`config.mk`:
```
export PLATFORM = sky130hd
export DESIGN_NAME = ccisc_top
export DESIGN_NICKNAME = d
export VERILOG_FILES = /design/src/ccisc_pkg.sv /design/src/ccisc_sync.sv /design/src/ccisc_pindrv.sv /design/src/ccisc_top.sv
export SDC_FILE = /design/constraint.sdc
export NUM_CORES = 1
export LEC_CHECK = 0
export BUFFER_PORTS_ARGS = -buffer_cell sky130_fd_sc_hd__buf_4
export CORE_ASPECT_RATIO = 1.1
export CORE_UTILIZATION = 55
export CTS_BUF_LIST = sky130_fd_sc_hd__clkbuf_4 sky130_fd_sc_hd__clkbuf_8
export DETAILED_ROUTE_END_ITERATION = 10
export PLACE_DENSITY_LB_ADDON = 0.05
export SYNTH_ARGS = -nofsm -noshare
export SYNTH_HDL_FRONTEND = slang
export SYNTH_SLANG_ARGS = --single-unit
```
`constraint.sdc`:
```
create_clock -name pclk -period 3.76 [get_ports pclk]
set_input_delay 0.188 -clock pclk [delete_from_list [all_inputs] [get_ports pclk]]
set_output_delay 0.188 -clock pclk [all_outputs]
set_load 0.005 [all_outputs]
```
`src/ccisc_pkg.sv`:
```
// Purpose: constants and carriers for the clock chip interrupt/status control
// Assumes: APB slave, 32-bit data, byte address = 4 * register index
// Notes: register indices are kept as printed; byte address derived
package ccisc_pkg;
   localparam int unsigned CCISC_NSRC = 4;
   // edges after reset before the edge detector trusts its previous sample
   localparam int unsigned CCISC_WARM_EDGES = 3;
   // register indices
   localparam logic [7:0] CCISC_IDX_MASK = 8'h0E;
   localparam logic [7:0] CCISC_IDX_POL = 8'h0F;
   localparam logic [7:0] CCISC_IDX_FLAG = 8'h10;
   localparam logic [7:0] CCISC_IDX_INT_CONTROL = 8'h11;
   localparam logic [7:0] CCISC_IDX_REFST = 8'h12;
   localparam logic [7:0] CCISC_IDX_DRVCTL = 8'h13;
   localparam logic [7:0] CCISC_IDX_LIVE = 8'h14;
   // source bit positions in flag/mask/polarity/live registers
   localparam int unsigned CCISC_BIT_UNLOCK = 7;
   localparam int unsigned CCISC_BIT_LOSS = 6;
   localparam int unsigned CCISC_BIT_CAL = 5;
   localparam int unsigned CCISC_BIT_SWITCH = 1;
   localparam logic [7:0] CCISC_SRC_BITS = 8'hE2;
   // interrupt control fields
   localparam int unsigned CCISC_INT_EN = 0;
   localparam int unsigned CCISC_INT_AND = 1;
   localparam logic [7:0] CCISC_INT_CONTROL_BITS = 8'h03;
   // reference status fields
   localparam int unsigned CCISC_SEC_RISE = 7;
   localparam int unsigned CCISC_SEC_FALL = 6;
   localparam int unsigned CCISC_PRI_RISE = 5;
   localparam int unsigned CCISC_PRI_FALL = 4;
   // driver control fields; bits 3:2 are rw spare
   localparam int unsigned CCISC_A_OD = 0;
   localparam int unsigned CCISC_B_OD = 1;
   localparam int unsigned CCISC_A_LIM = 4;
   localparam int unsigned CCISC_B_LIM = 5;
   localparam logic [7:0] CCISC_DRVCTL_BITS = 8'h3F;
   localparam logic [7:0] CCISC_MASKPOL_BITS = 8'hFF;

   typedef struct packed {
      logic [7:0] mask;
      logic [7:0] pol;
      logic [7:0] int_control;
      logic [7:0] drvctl;
   } ccisc_cfg_s;

   typedef struct packed {
      logic pll_unlocked;
      logic input_signal_lost;
      logic vco_cal_busy;
      logic backup_to_main_switch;
   } ccisc_src_s;

   typedef struct packed {
      logic second_ref_rise_ok;
      logic second_ref_fall_ok;
      logic first_ref_rise_ok;
      logic first_ref_fall_ok;
   } ccisc_ref_s;

   typedef struct packed {
      logic status_out_a;
      logic status_a_oe_n;
      logic status_a_current_limit;
      logic status_out_b;
      logic status_b_oe_n;
      logic status_b_current_limit;
   } ccisc_pin_s;
endpackage : ccisc_pkg

```
`src/ccisc_sync.sv`:
```
// Purpose: two-flop synchroniser for a group of pin inputs
// Assumes: inputs asynchronous to pclk
// Notes: first stage is read only by the second stage
`timescale 1ns/1ps
`default_nettype none
module ccisc_sync #(
   parameter int unsigned W = 8
) (
   input wire logic pclk,
   input wire logic presetn,
   input wire logic ce,
   input wire logic [W-1:0] din,
   output logic [W-1:0] dout
);
   typedef struct packed {
      logic [W-1:0] s1;
      logic [W-1:0] s2;
   } ccisc_sync_s;
   ccisc_sync_s st_q, st_d;

   always_comb begin
      st_d = st_q;
      if (ce) begin
         st_d.s1 = din;
         st_d.s2 = st_q.s1;
      end
   end

   always_ff @(posedge pclk or negedge presetn) begin
      if (!presetn) begin
         st_q <= '0;
      end else begin
         st_q <= st_d;
      end
   end

   assign dout = st_q.s2;
endmodule : ccisc_sync
`default_nettype wire

```
`src/ccisc_pindrv.sv`:
```
// Purpose: status pin driver control (push-pull or open drain)
// Assumes: oe_n low means the pin is driven
// Notes: open drain releases the pin instead of driving high
`timescale 1ns/1ps
`default_nettype none
module ccisc_pindrv (
   input wire logic level,
   input wire logic open_drain,
   output logic pin_o,
   output logic pin_oe_n
);
   always_comb begin
      pin_o = level;
      pin_oe_n = 1'b0;
      if (open_drain && level) begin
         pin_o = 1'b0;
         pin_oe_n = 1'b1;
      end
   end
endmodule : ccisc_pindrv
`default_nettype wire

```
`src/ccisc_top.sv`:
```
// Purpose: interrupt combine, edge flags, status pin control, APB registers
// Assumes: pclk 100 MHz, sources and reference indicators asynchronous
// Notes: nonvolatile defaults are sampled once after reset release
//
// Design decision made here: register access over APB.
`timescale 1ns/1ps
`default_nettype none
module ccisc_top (
   input wire logic pclk,
   input wire logic presetn,
   input wire logic ce,
   input wire logic psel,
   input wire logic penable,
   input wire logic pwrite,
   input wire logic [9:0] paddr,
   input wire logic [31:0] pwdata,
   input wire logic [3:0] pstrb,
   output logic [31:0] prdata,
   output logic pready,
   output logic pslverr,
   input wire ccisc_pkg::ccisc_cfg_s nv_default,
   input wire ccisc_pkg::ccisc_src_s src_in,
   input wire ccisc_pkg::ccisc_ref_s ref_in,
   input wire logic status_a_in,
   input wire logic status_b_in,
   output ccisc_pkg::ccisc_pin_s pins,
   output logic irq_level
);
   import ccisc_pkg::*;

   typedef struct packed {
      ccisc_cfg_s cfg;
      logic loaded;
      logic [CCISC_WARM_EDGES-1:0] warm;
      logic [7:0] flag;
      logic [7:0] live_prev;
      logic [31:0] rdata;
      logic irq;
   } ccisc_state_s;

   ccisc_state_s st_q, st_d;
   ccisc_src_s src_s;
   ccisc_ref_s ref_s;
   logic [7:0] live;
   logic [7:0] refst;
   logic [7:0] edge_hit;
   logic [7:0] unmasked;
   logic [7:0] wbyte;
   logic [7:0] rbyte;
   logic [7:0] idx;
   logic access;
   logic wr;
   logic rd;
   logic mapped;
   logic any_set;
   logic all_set;
   logic irq_comb;
   logic arm;

   ccisc_sync #(.W(4)) u_src_sync (
      .pclk(pclk),
      .presetn(presetn),
      .ce(ce),
      .din(src_in),
      .dout(src_s)
   );

   ccisc_sync #(.W(4)) u_ref_sync (
      .pclk(pclk),
      .presetn(presetn),
      .ce(ce),
      .din(ref_in),
      .dout(ref_s)
   );

   always_comb begin
      live = '0;
      live[CCISC_BIT_UNLOCK] = src_s.pll_unlocked;
      live[CCISC_BIT_LOSS] = src_s.input_signal_lost;
      live[CCISC_BIT_CAL] = src_s.vco_cal_busy;
      live[CCISC_BIT_SWITCH] = src_s.backup_to_main_switch;
   end

   always_comb begin
      refst = '0;
      refst[CCISC_SEC_RISE] = ref_s.second_ref_rise_ok;
      refst[CCISC_SEC_FALL] = ref_s.second_ref_fall_ok;
      refst[CCISC_PRI_RISE] = ref_s.first_ref_rise_ok;
      refst[CCISC_PRI_FALL] = ref_s.first_ref_fall_ok;
   end

   genvar g;
   generate
      for (g = 0; g < 8; g++) begin : g_edge
         assign edge_hit[g] = CCISC_SRC_BITS[g] &&
            (st_q.cfg.pol[g] ? (live[g] && !st_q.live_prev[g])
                             : (!live[g] && st_q.live_prev[g]));
      end
   endgenerate

   assign unmasked = st_q.flag & ~st_q.cfg.mask & CCISC_SRC_BITS;
   assign any_set = |unmasked;
   // all unmasked sources set; with every source masked nothing fires
   assign all_set = (unmasked == (~st_q.cfg.mask & CCISC_SRC_BITS)) && any_set;

   always_comb begin
      if (st_q.cfg.int_control[CCISC_INT_AND]) begin
         irq_comb = all_set;
      end else begin
         irq_comb = any_set;
      end
      irq_comb = irq_comb && st_q.cfg.int_control[CCISC_INT_EN];
   end

   // edges only once sync and previous sample are valid
   // limitation: a source change in the first edges after reset is lost
   assign arm = st_q.cfg.int_control[CCISC_INT_EN] && st_q.warm[CCISC_WARM_EDGES-1];

   assign access = psel && penable;
   assign idx = paddr[9:2];
   assign mapped = (paddr[1:0] == 2'b00) &&
      (idx >= CCISC_IDX_MASK) && (idx <= CCISC_IDX_LIVE);
   assign wr = access && pwrite && mapped && pstrb[0];
   // latched in the setup cycle so read data stands at the access edge
   assign rd = psel && !penable && !pwrite && mapped;
   assign wbyte = pwdata[7:0];

   always_comb begin
      case (idx)
         CCISC_IDX_MASK: rbyte = st_q.cfg.mask;
         CCISC_IDX_POL: rbyte = st_q.cfg.pol;
         CCISC_IDX_FLAG: rbyte = st_q.flag & CCISC_SRC_BITS;
         CCISC_IDX_INT_CONTROL: rbyte = st_q.cfg.int_control & CCISC_INT_CONTROL_BITS;
         CCISC_IDX_REFST: rbyte = refst;
         CCISC_IDX_DRVCTL: rbyte = st_q.cfg.drvctl & CCISC_DRVCTL_BITS;
         CCISC_IDX_LIVE: rbyte = live;
         default: rbyte = '0;
      endcase
   end

   always_comb begin
      st_d = st_q;
      if (ce) begin
         st_d.live_prev = live;
         st_d.warm = {st_q.warm[CCISC_WARM_EDGES-2:0], 1'b1};
         if (!st_q.loaded) begin
            st_d.cfg.mask = nv_default.mask & CCISC_MASKPOL_BITS;
            st_d.cfg.pol = nv_default.pol & CCISC_MASKPOL_BITS;
            st_d.cfg.int_control = nv_default.int_control & CCISC_INT_CONTROL_BITS;
            st_d.cfg.drvctl = nv_default.drvctl & CCISC_DRVCTL_BITS;
            st_d.loaded = 1'b1;
         end else if (wr) begin
            case (idx)
               CCISC_IDX_MASK: st_d.cfg.mask = wbyte;
               CCISC_IDX_POL: st_d.cfg.pol = wbyte;
               CCISC_IDX_INT_CONTROL: st_d.cfg.int_control = wbyte & CCISC_INT_CONTROL_BITS;
               CCISC_IDX_DRVCTL: st_d.cfg.drvctl = wbyte & CCISC_DRVCTL_BITS;
               default: st_d.cfg = st_q.cfg;
            endcase
         end
         if (wr && (idx == CCISC_IDX_FLAG)) begin
            st_d.flag = st_q.flag & wbyte & CCISC_SRC_BITS;
         end
         // edges do not set flags when disabled, writes still clear them; set wins over clear
         if (arm) begin
            st_d.flag = st_d.flag | edge_hit;
         end
         if (rd) begin
            st_d.rdata = {24'h000000, rbyte};
         end
         st_d.irq = irq_comb;
      end
   end

   always_ff @(posedge pclk or negedge presetn) begin
      if (!presetn) begin
         st_q <= '0;
      end else begin
         st_q <= st_d;
      end
   end

   // single-cycle access phase; unmapped answers slverr
   assign pready = 1'b1;
   assign pslverr = access && !mapped;
   assign prdata = st_q.rdata;
   assign irq_level = st_q.irq;

   logic a_o, a_oe_n, b_o, b_oe_n;

   ccisc_pindrv u_drv_a (
      .level(st_q.irq),
      .open_drain(st_q.cfg.drvctl[CCISC_A_OD]),
      .pin_o(a_o),
      .pin_oe_n(a_oe_n)
   );

   ccisc_pindrv u_drv_b (
      .level(st_q.irq),
      .open_drain(st_q.cfg.drvctl[CCISC_B_OD]),
      .pin_o(b_o),
      .pin_oe_n(b_oe_n)
   );

   always_comb begin
      pins.status_out_a = a_o;
      pins.status_a_oe_n = a_oe_n;
      pins.status_a_current_limit = st_q.cfg.drvctl[CCISC_A_LIM];
      pins.status_out_b = b_o;
      pins.status_b_oe_n = b_oe_n;
      pins.status_b_current_limit = st_q.cfg.drvctl[CCISC_B_LIM];
   end

   // pin readback inputs unused inside; kept for board-level loopback
   logic pin_fb_unused;
   assign pin_fb_unused = status_a_in ^ status_b_in;

   AST_DISABLED_QUIET: assert property (@(posedge pclk) disable iff (!presetn)
      (ce && !st_q.cfg.int_control[CCISC_INT_EN]) |=> !irq_level)
      else $error("interrupt raised while disabled");
   AST_FLAGS_FROZEN: assert property (@(posedge pclk) disable iff (!presetn)
      (ce && st_q.loaded && !st_q.cfg.int_control[CCISC_INT_EN] && !wr)
      |=> $stable(st_q.flag))
      else $error("flags changed while disabled");
   AST_OR_COMBINE: assert property (@(posedge pclk) disable iff (!presetn)
      (ce && st_q.cfg.int_control == 8'h01 && any_set) |=> irq_level)
      else $error("or combine missed");
   AST_OR_QUIET: assert property (@(posedge pclk) disable iff (!presetn)
      (ce && !st_q.cfg.int_control[CCISC_INT_AND] && !any_set) |=> !irq_level)
      else $error("or combine fired with no flag");
   AST_AND_COMBINE: assert property (@(posedge pclk) disable iff (!presetn)
      (ce && st_q.cfg.int_control[CCISC_INT_AND] && !all_set) |=> !irq_level)
      else $error("and combine fired early");
   AST_AND_FIRES: assert property (@(posedge pclk) disable iff (!presetn)
      (ce && st_q.cfg.int_control[CCISC_INT_EN] && st_q.cfg.int_control[CCISC_INT_AND]
      && all_set) |=> irq_level)
      else $error("and combine missed");
   AST_ENABLE_WRITE: assert property (@(posedge pclk) disable iff (!presetn)
      (ce && st_q.loaded && wr && idx == CCISC_IDX_INT_CONTROL)
      |=> st_q.cfg.int_control[CCISC_INT_EN] == $past(wbyte[CCISC_INT_EN]))
      else $error("enable bit not written");
   AST_PINS_IDLE: assert property (@(posedge pclk) disable iff (!presetn)
      !irq_level |-> !pins.status_out_a && !pins.status_a_oe_n
      && !pins.status_out_b && !pins.status_b_oe_n)
      else $error("status pin active without interrupt");
   AST_LIVE_READ: assert property (@(posedge pclk) disable iff (!presetn)
      (ce && rd && idx == CCISC_IDX_LIVE) |=> prdata[7:0] == $past(live))
      else $error("live state read wrong");
   AST_SEC_REF_READ: assert property (@(posedge pclk) disable iff (!presetn)
      (ce && rd && idx == CCISC_IDX_REFST)
      |=> prdata[CCISC_SEC_RISE] == $past(ref_s.second_ref_rise_ok)
      && prdata[CCISC_SEC_FALL] == $past(ref_s.second_ref_fall_ok))
      else $error("second reference status read wrong");
   AST_PRI_REF_READ: assert property (@(posedge pclk) disable iff (!presetn)
      (ce && rd && idx == CCISC_IDX_REFST)
      |=> prdata[CCISC_PRI_RISE] == $past(ref_s.first_ref_rise_ok)
      && prdata[CCISC_PRI_FALL] == $past(ref_s.first_ref_fall_ok))
      else $error("first reference status read wrong");
   AST_MASK_EXCLUDES: assert property (@(posedge pclk) disable iff (!presetn)
      (ce && (st_q.flag & ~st_q.cfg.mask & CCISC_SRC_BITS) == 8'h00) |=> !irq_level)
      else $error("masked flag raised interrupt");
   AST_EDGE_SETS: assert property (@(posedge pclk) disable iff (!presetn)
      (ce && arm && edge_hit[CCISC_BIT_LOSS]) |=> st_q.flag[CCISC_BIT_LOSS])
      else $error("edge did not set flag");
   AST_FLAG_HOLDS: assert property (@(posedge pclk) disable iff (!presetn)
      (ce && !(wr && idx == CCISC_IDX_FLAG) && !(arm && edge_hit != 8'h00))
      |=> $stable(st_q.flag))
      else $error("flag changed without edge or write");
   AST_WRITE_CLEARS: assert property (@(posedge pclk) disable iff (!presetn)
      (ce && wr && idx == CCISC_IDX_FLAG && !wbyte[CCISC_BIT_CAL] && !edge_hit[CCISC_BIT_CAL])
      |=> !st_q.flag[CCISC_BIT_CAL])
      else $error("flag not cleared by write");
   AST_OD_A: assert property (@(posedge pclk) disable iff (!presetn)
      st_q.cfg.drvctl[CCISC_A_OD] |-> !(pins.status_out_a && !pins.status_a_oe_n))
      else $error("open drain a driven high");
   AST_OD_RELEASE_A: assert property (@(posedge pclk) disable iff (!presetn)
      (st_q.cfg.drvctl[CCISC_A_OD] && irq_level) |-> pins.status_a_oe_n)
      else $error("open drain a not released");
   AST_OD_B: assert property (@(posedge pclk) disable iff (!presetn)
      st_q.cfg.drvctl[CCISC_B_OD] |-> !(pins.status_out_b && !pins.status_b_oe_n))
      else $error("open drain b driven high");
   AST_OD_RELEASE_B: assert property (@(posedge pclk) disable iff (!presetn)
      (st_q.cfg.drvctl[CCISC_B_OD] && irq_level) |-> pins.status_b_oe_n)
      else $error("open drain b not released");
   AST_LIMIT_A: assert property (@(posedge pclk) disable iff (!presetn)
      (ce && st_q.loaded && wr && idx == CCISC_IDX_DRVCTL)
      |=> pins.status_a_current_limit == $past(wbyte[CCISC_A_LIM]))
      else $error("current limit a not passed on");
   AST_LIMIT_B: assert property (@(posedge pclk) disable iff (!presetn)
      (ce && st_q.loaded && wr && idx == CCISC_IDX_DRVCTL)
      |=> pins.status_b_current_limit == $past(wbyte[CCISC_B_LIM]))
      else $error("current limit b not passed on");
   AST_NV_LOAD: assert property (@(posedge pclk) disable iff (!presetn)
      (ce && !st_q.loaded) |=> st_q.loaded && st_q.cfg.mask == $past(nv_default.mask)
      && st_q.cfg.pol == $past(nv_default.pol))
      else $error("startup defaults not loaded");
   AST_RESERVED_ZERO: assert property (@(posedge pclk) disable iff (!presetn)
      prdata[31:8] == 24'h000000 && (st_q.flag & ~CCISC_SRC_BITS) == 8'h00
      && (st_q.cfg.int_control & ~CCISC_INT_CONTROL_BITS) == 8'h00
      && (st_q.cfg.drvctl & ~CCISC_DRVCTL_BITS) == 8'h00)
      else $error("reserved bit set");
endmodule : ccisc_top
`default_nettype wire

```
==> impl_results.md <==
* Register bit total from synthesis at 60
* F_max at 502.1 MHz
* Gates resized, CTS repair at 0
* # DRC at 0
* Syn Inst Count at 365
* Inserted Diodes at 0
* Worst-path fanout max at 51
* Top FF cell, synth: dfrtp_1
* FF+latch area at 1501 um^2
* CTS root buffer: clkbuf_8
* Routability Congestion at 0.8357
* Multi-input logic area at 1629 um^2
* Min cycle time layout at 1992 ps
* Leading post-synthesis cells by cell area: dfrtp_1, buf_4, mux2_2
* DR vias/cell at 5.720
* GRT overflow at 0
* Placed wire-length estimate at 5763 um
* Fillers at 492
* Area leader, netlist: dfrtp_1
* CP Class: in2reg
* CTS tree: built
* Share of cells above drive strength 1 at 29.05%
* Vias in the first global route at 2737
* Final antenna-violating net count at 0
* Die Y at 85.14 um
* Largest net degree at the start of global routing at 61
* Clk buf depth at 2
* I/O Buffers at 72
* DR iter-0 viols at 259
* Fraction of registers with async set/reset at 100.0%
* Final #Nets at 509
* Static leakage power at 0.001890 uW
* Final setup fails at 0
* Synth warn at 0
* CTS Sinks at 60
* Mean area per synthesized cell at 9.468 um^2
* Clock skew at 7.693 ps
* Total wire length at 8204 um
* Share of the synthesized area in the top cell type at 43.45%
* Crit. End Element: flip-flop
* Starting Density at 58.43%
* Relative slew slack at 39.41%
* PwrDens at 396.4 nW/um^2
* Avg WL per Cell at 16.51 um
* CP Launch Type: input pin
* GRT Resource Usage Total at 26.97%
* Top-count cell post-synth: dfrtp_1
* CP arrival at 2230 ps
* Crit share post-route at 52.97%
* Tightest Hold Check Type: in2reg
* Clock-pin slew on the worst setup and hold paths at 70 ps
* Via count at 2843
* Std cell rows at 29
* Commonest cells in the synthesized netlist: dfrtp_1, buf_4, nand2_1, o21ai_0, mux2_2
* Worst-margin pin slew at 905.4 ps
* Unrepaired setup endpoints after global routing: no
* Area of the die at 6605 um^2
* Final Max Slew Viols at 0
* Core ar. at 5914 um^2
* First-pass GRT wire length at 13630 um
* Fin. Hold Viols at 0
* Initial antenna violation count at 0
* P&R area growth vs syn at 17.34%
* Setup TNS at 0 ps
* VDD IR-drop max at 0.2923 mV
* Tot Pwr at 1607 uW
* Total CTS buffers at 9
* Number of synthesized flops with an enable pin at 0
* Worst skew pair latency at 350 ps
* # IOs at 135
* DIE WIDTH at 77.58 um
* Drt pass-1 iters at 5
* Mapped Area at 3456 um^2
* H-tree depth at 3
* Status: completed
* Max-cap violation count at 0
* # Post-CTS Setup Buffers at 0
* Required @ worst endpoint at 4000 ps
* Register area share after synthesis at 43.45%
* Netlist cell types at 44
sequential cells by signal, summed over array words and instances (netlist names):
register and cells:
prdata 8, u_ref_sync.st_q 4, irq_level 1, pins 2, u_ref_sync.dout 4, u_src_sync.st_q 4, st_q 33, u_src_sync.dout 4
where the power goes:
group	switching (uW)	internal [uW]	total, uW
Sequential	41.8	695	737
Combinational	97.9	114	211
Clock	270	390	659
Total	409	1200	1610
worst paths after layout:
kind,start,endpoint,slack (ps),cells past startpoint
worst max-delay path,ce,prdata[5],1770,6
worst min-delay path,src_in[0],u_src_sync.st_q[4],70,2
worst max register to register,st_q[49],st_q[56],2230,6
worst min register to register,st_q[71],st_q[71],500,2
max in group asynchronous,presetn,prdata[5],2800,2
min in group asynchronous,presetn,prdata[2],450,2
cells by family after synthesis:
kind of cell | Yosys count | share of synthesized area (%)
AO/OA/AOI/OAI | 97 | 17.05
other | 2 | 0.2173
flip-flops | 60 | 43.45
AND/OR/NAND/NOR | 94 | 14.27
buffers and inverters | 70 | 11.91
multiplexers | 42 | 13.11
routing by layer:
metal  global-route usage [%]  wire length, um  vias to the layer above
li1                         -                -                     1350
met1                    38.22             3735                     1355
met2                    42.08             3851                      127
met3                    3.548              500                       11
met4                    10.81              116                        0
met5                        0                0                        -
timing repair:
item / 4_1_cts / 5_1_grt
hold buffers: 1 / 0
hold endpoints to repair: 60 / 0
endpoints found under the setup margin: 0 / 0
per-stage QoR:
stage | setup WS [ps] | std cells | hold slack (ps) | cell area (um^2) | util (%)
6_report | 1768 | 497 | 68.13 | 4055 | 68.56
3_3_place_gp | 1432 | 480 | 308.0 | 3820 | 64.59
2_1_floorplan | 2010 | 388 | -107.6 | 3542 | -
4_1_cts | 1780 | 497 | 65.95 | 4055 | 68.56
5_1_grt | 1512 | 497 | 70.47 | 4055 | 68.56
3_5_place_dp | 1427 | 480 | 309.7 | 3820 | 64.59
layout by cell type (no fill, tap or decap), types with 2 or more instances in the layout:
master,instances
buf_4,73
dfrtp_1,60
nand2_1,30
o21ai_0,27
mux2_2,26
conb_1,25
o22ai_1,22
nor2_1,20
a21oi_1,17
mux2i_1,16
a31oi_1,13
inv_1,12
clkbuf_8,10
nand3_1,8
nand2b_1,7
nor3_1,6
o21a_1,4
a2bb2oi_1,4
nand3b_1,3
o2bb2ai_1,3
clkinvlp_4,3
nor2b_1,2
or2_2,2
nor4_1,2
or3b_2,2
o221ai_1,2
bufinv_16,2
final cells by class:
class | count | share of cell area, %
Timing Repair Buffer | 74 | 13.76
Multi-Input combinational cell | 258 | 40.17
Tap cell | 77 | 2.376
Clock inverter | 6 | 2.160
Clock buffer | 10 | 3.394
Inverter | 12 | 1.111
Sequential cell | 60 | 37.03
critical path: stages:
cell and delay [ps]:
buf_4 440, nand3b_1 150, a2bb2oi_1 230, nor2_1 760
o221ai_1 280, o21a_1 170
Power figures use the tool's default switching activity.
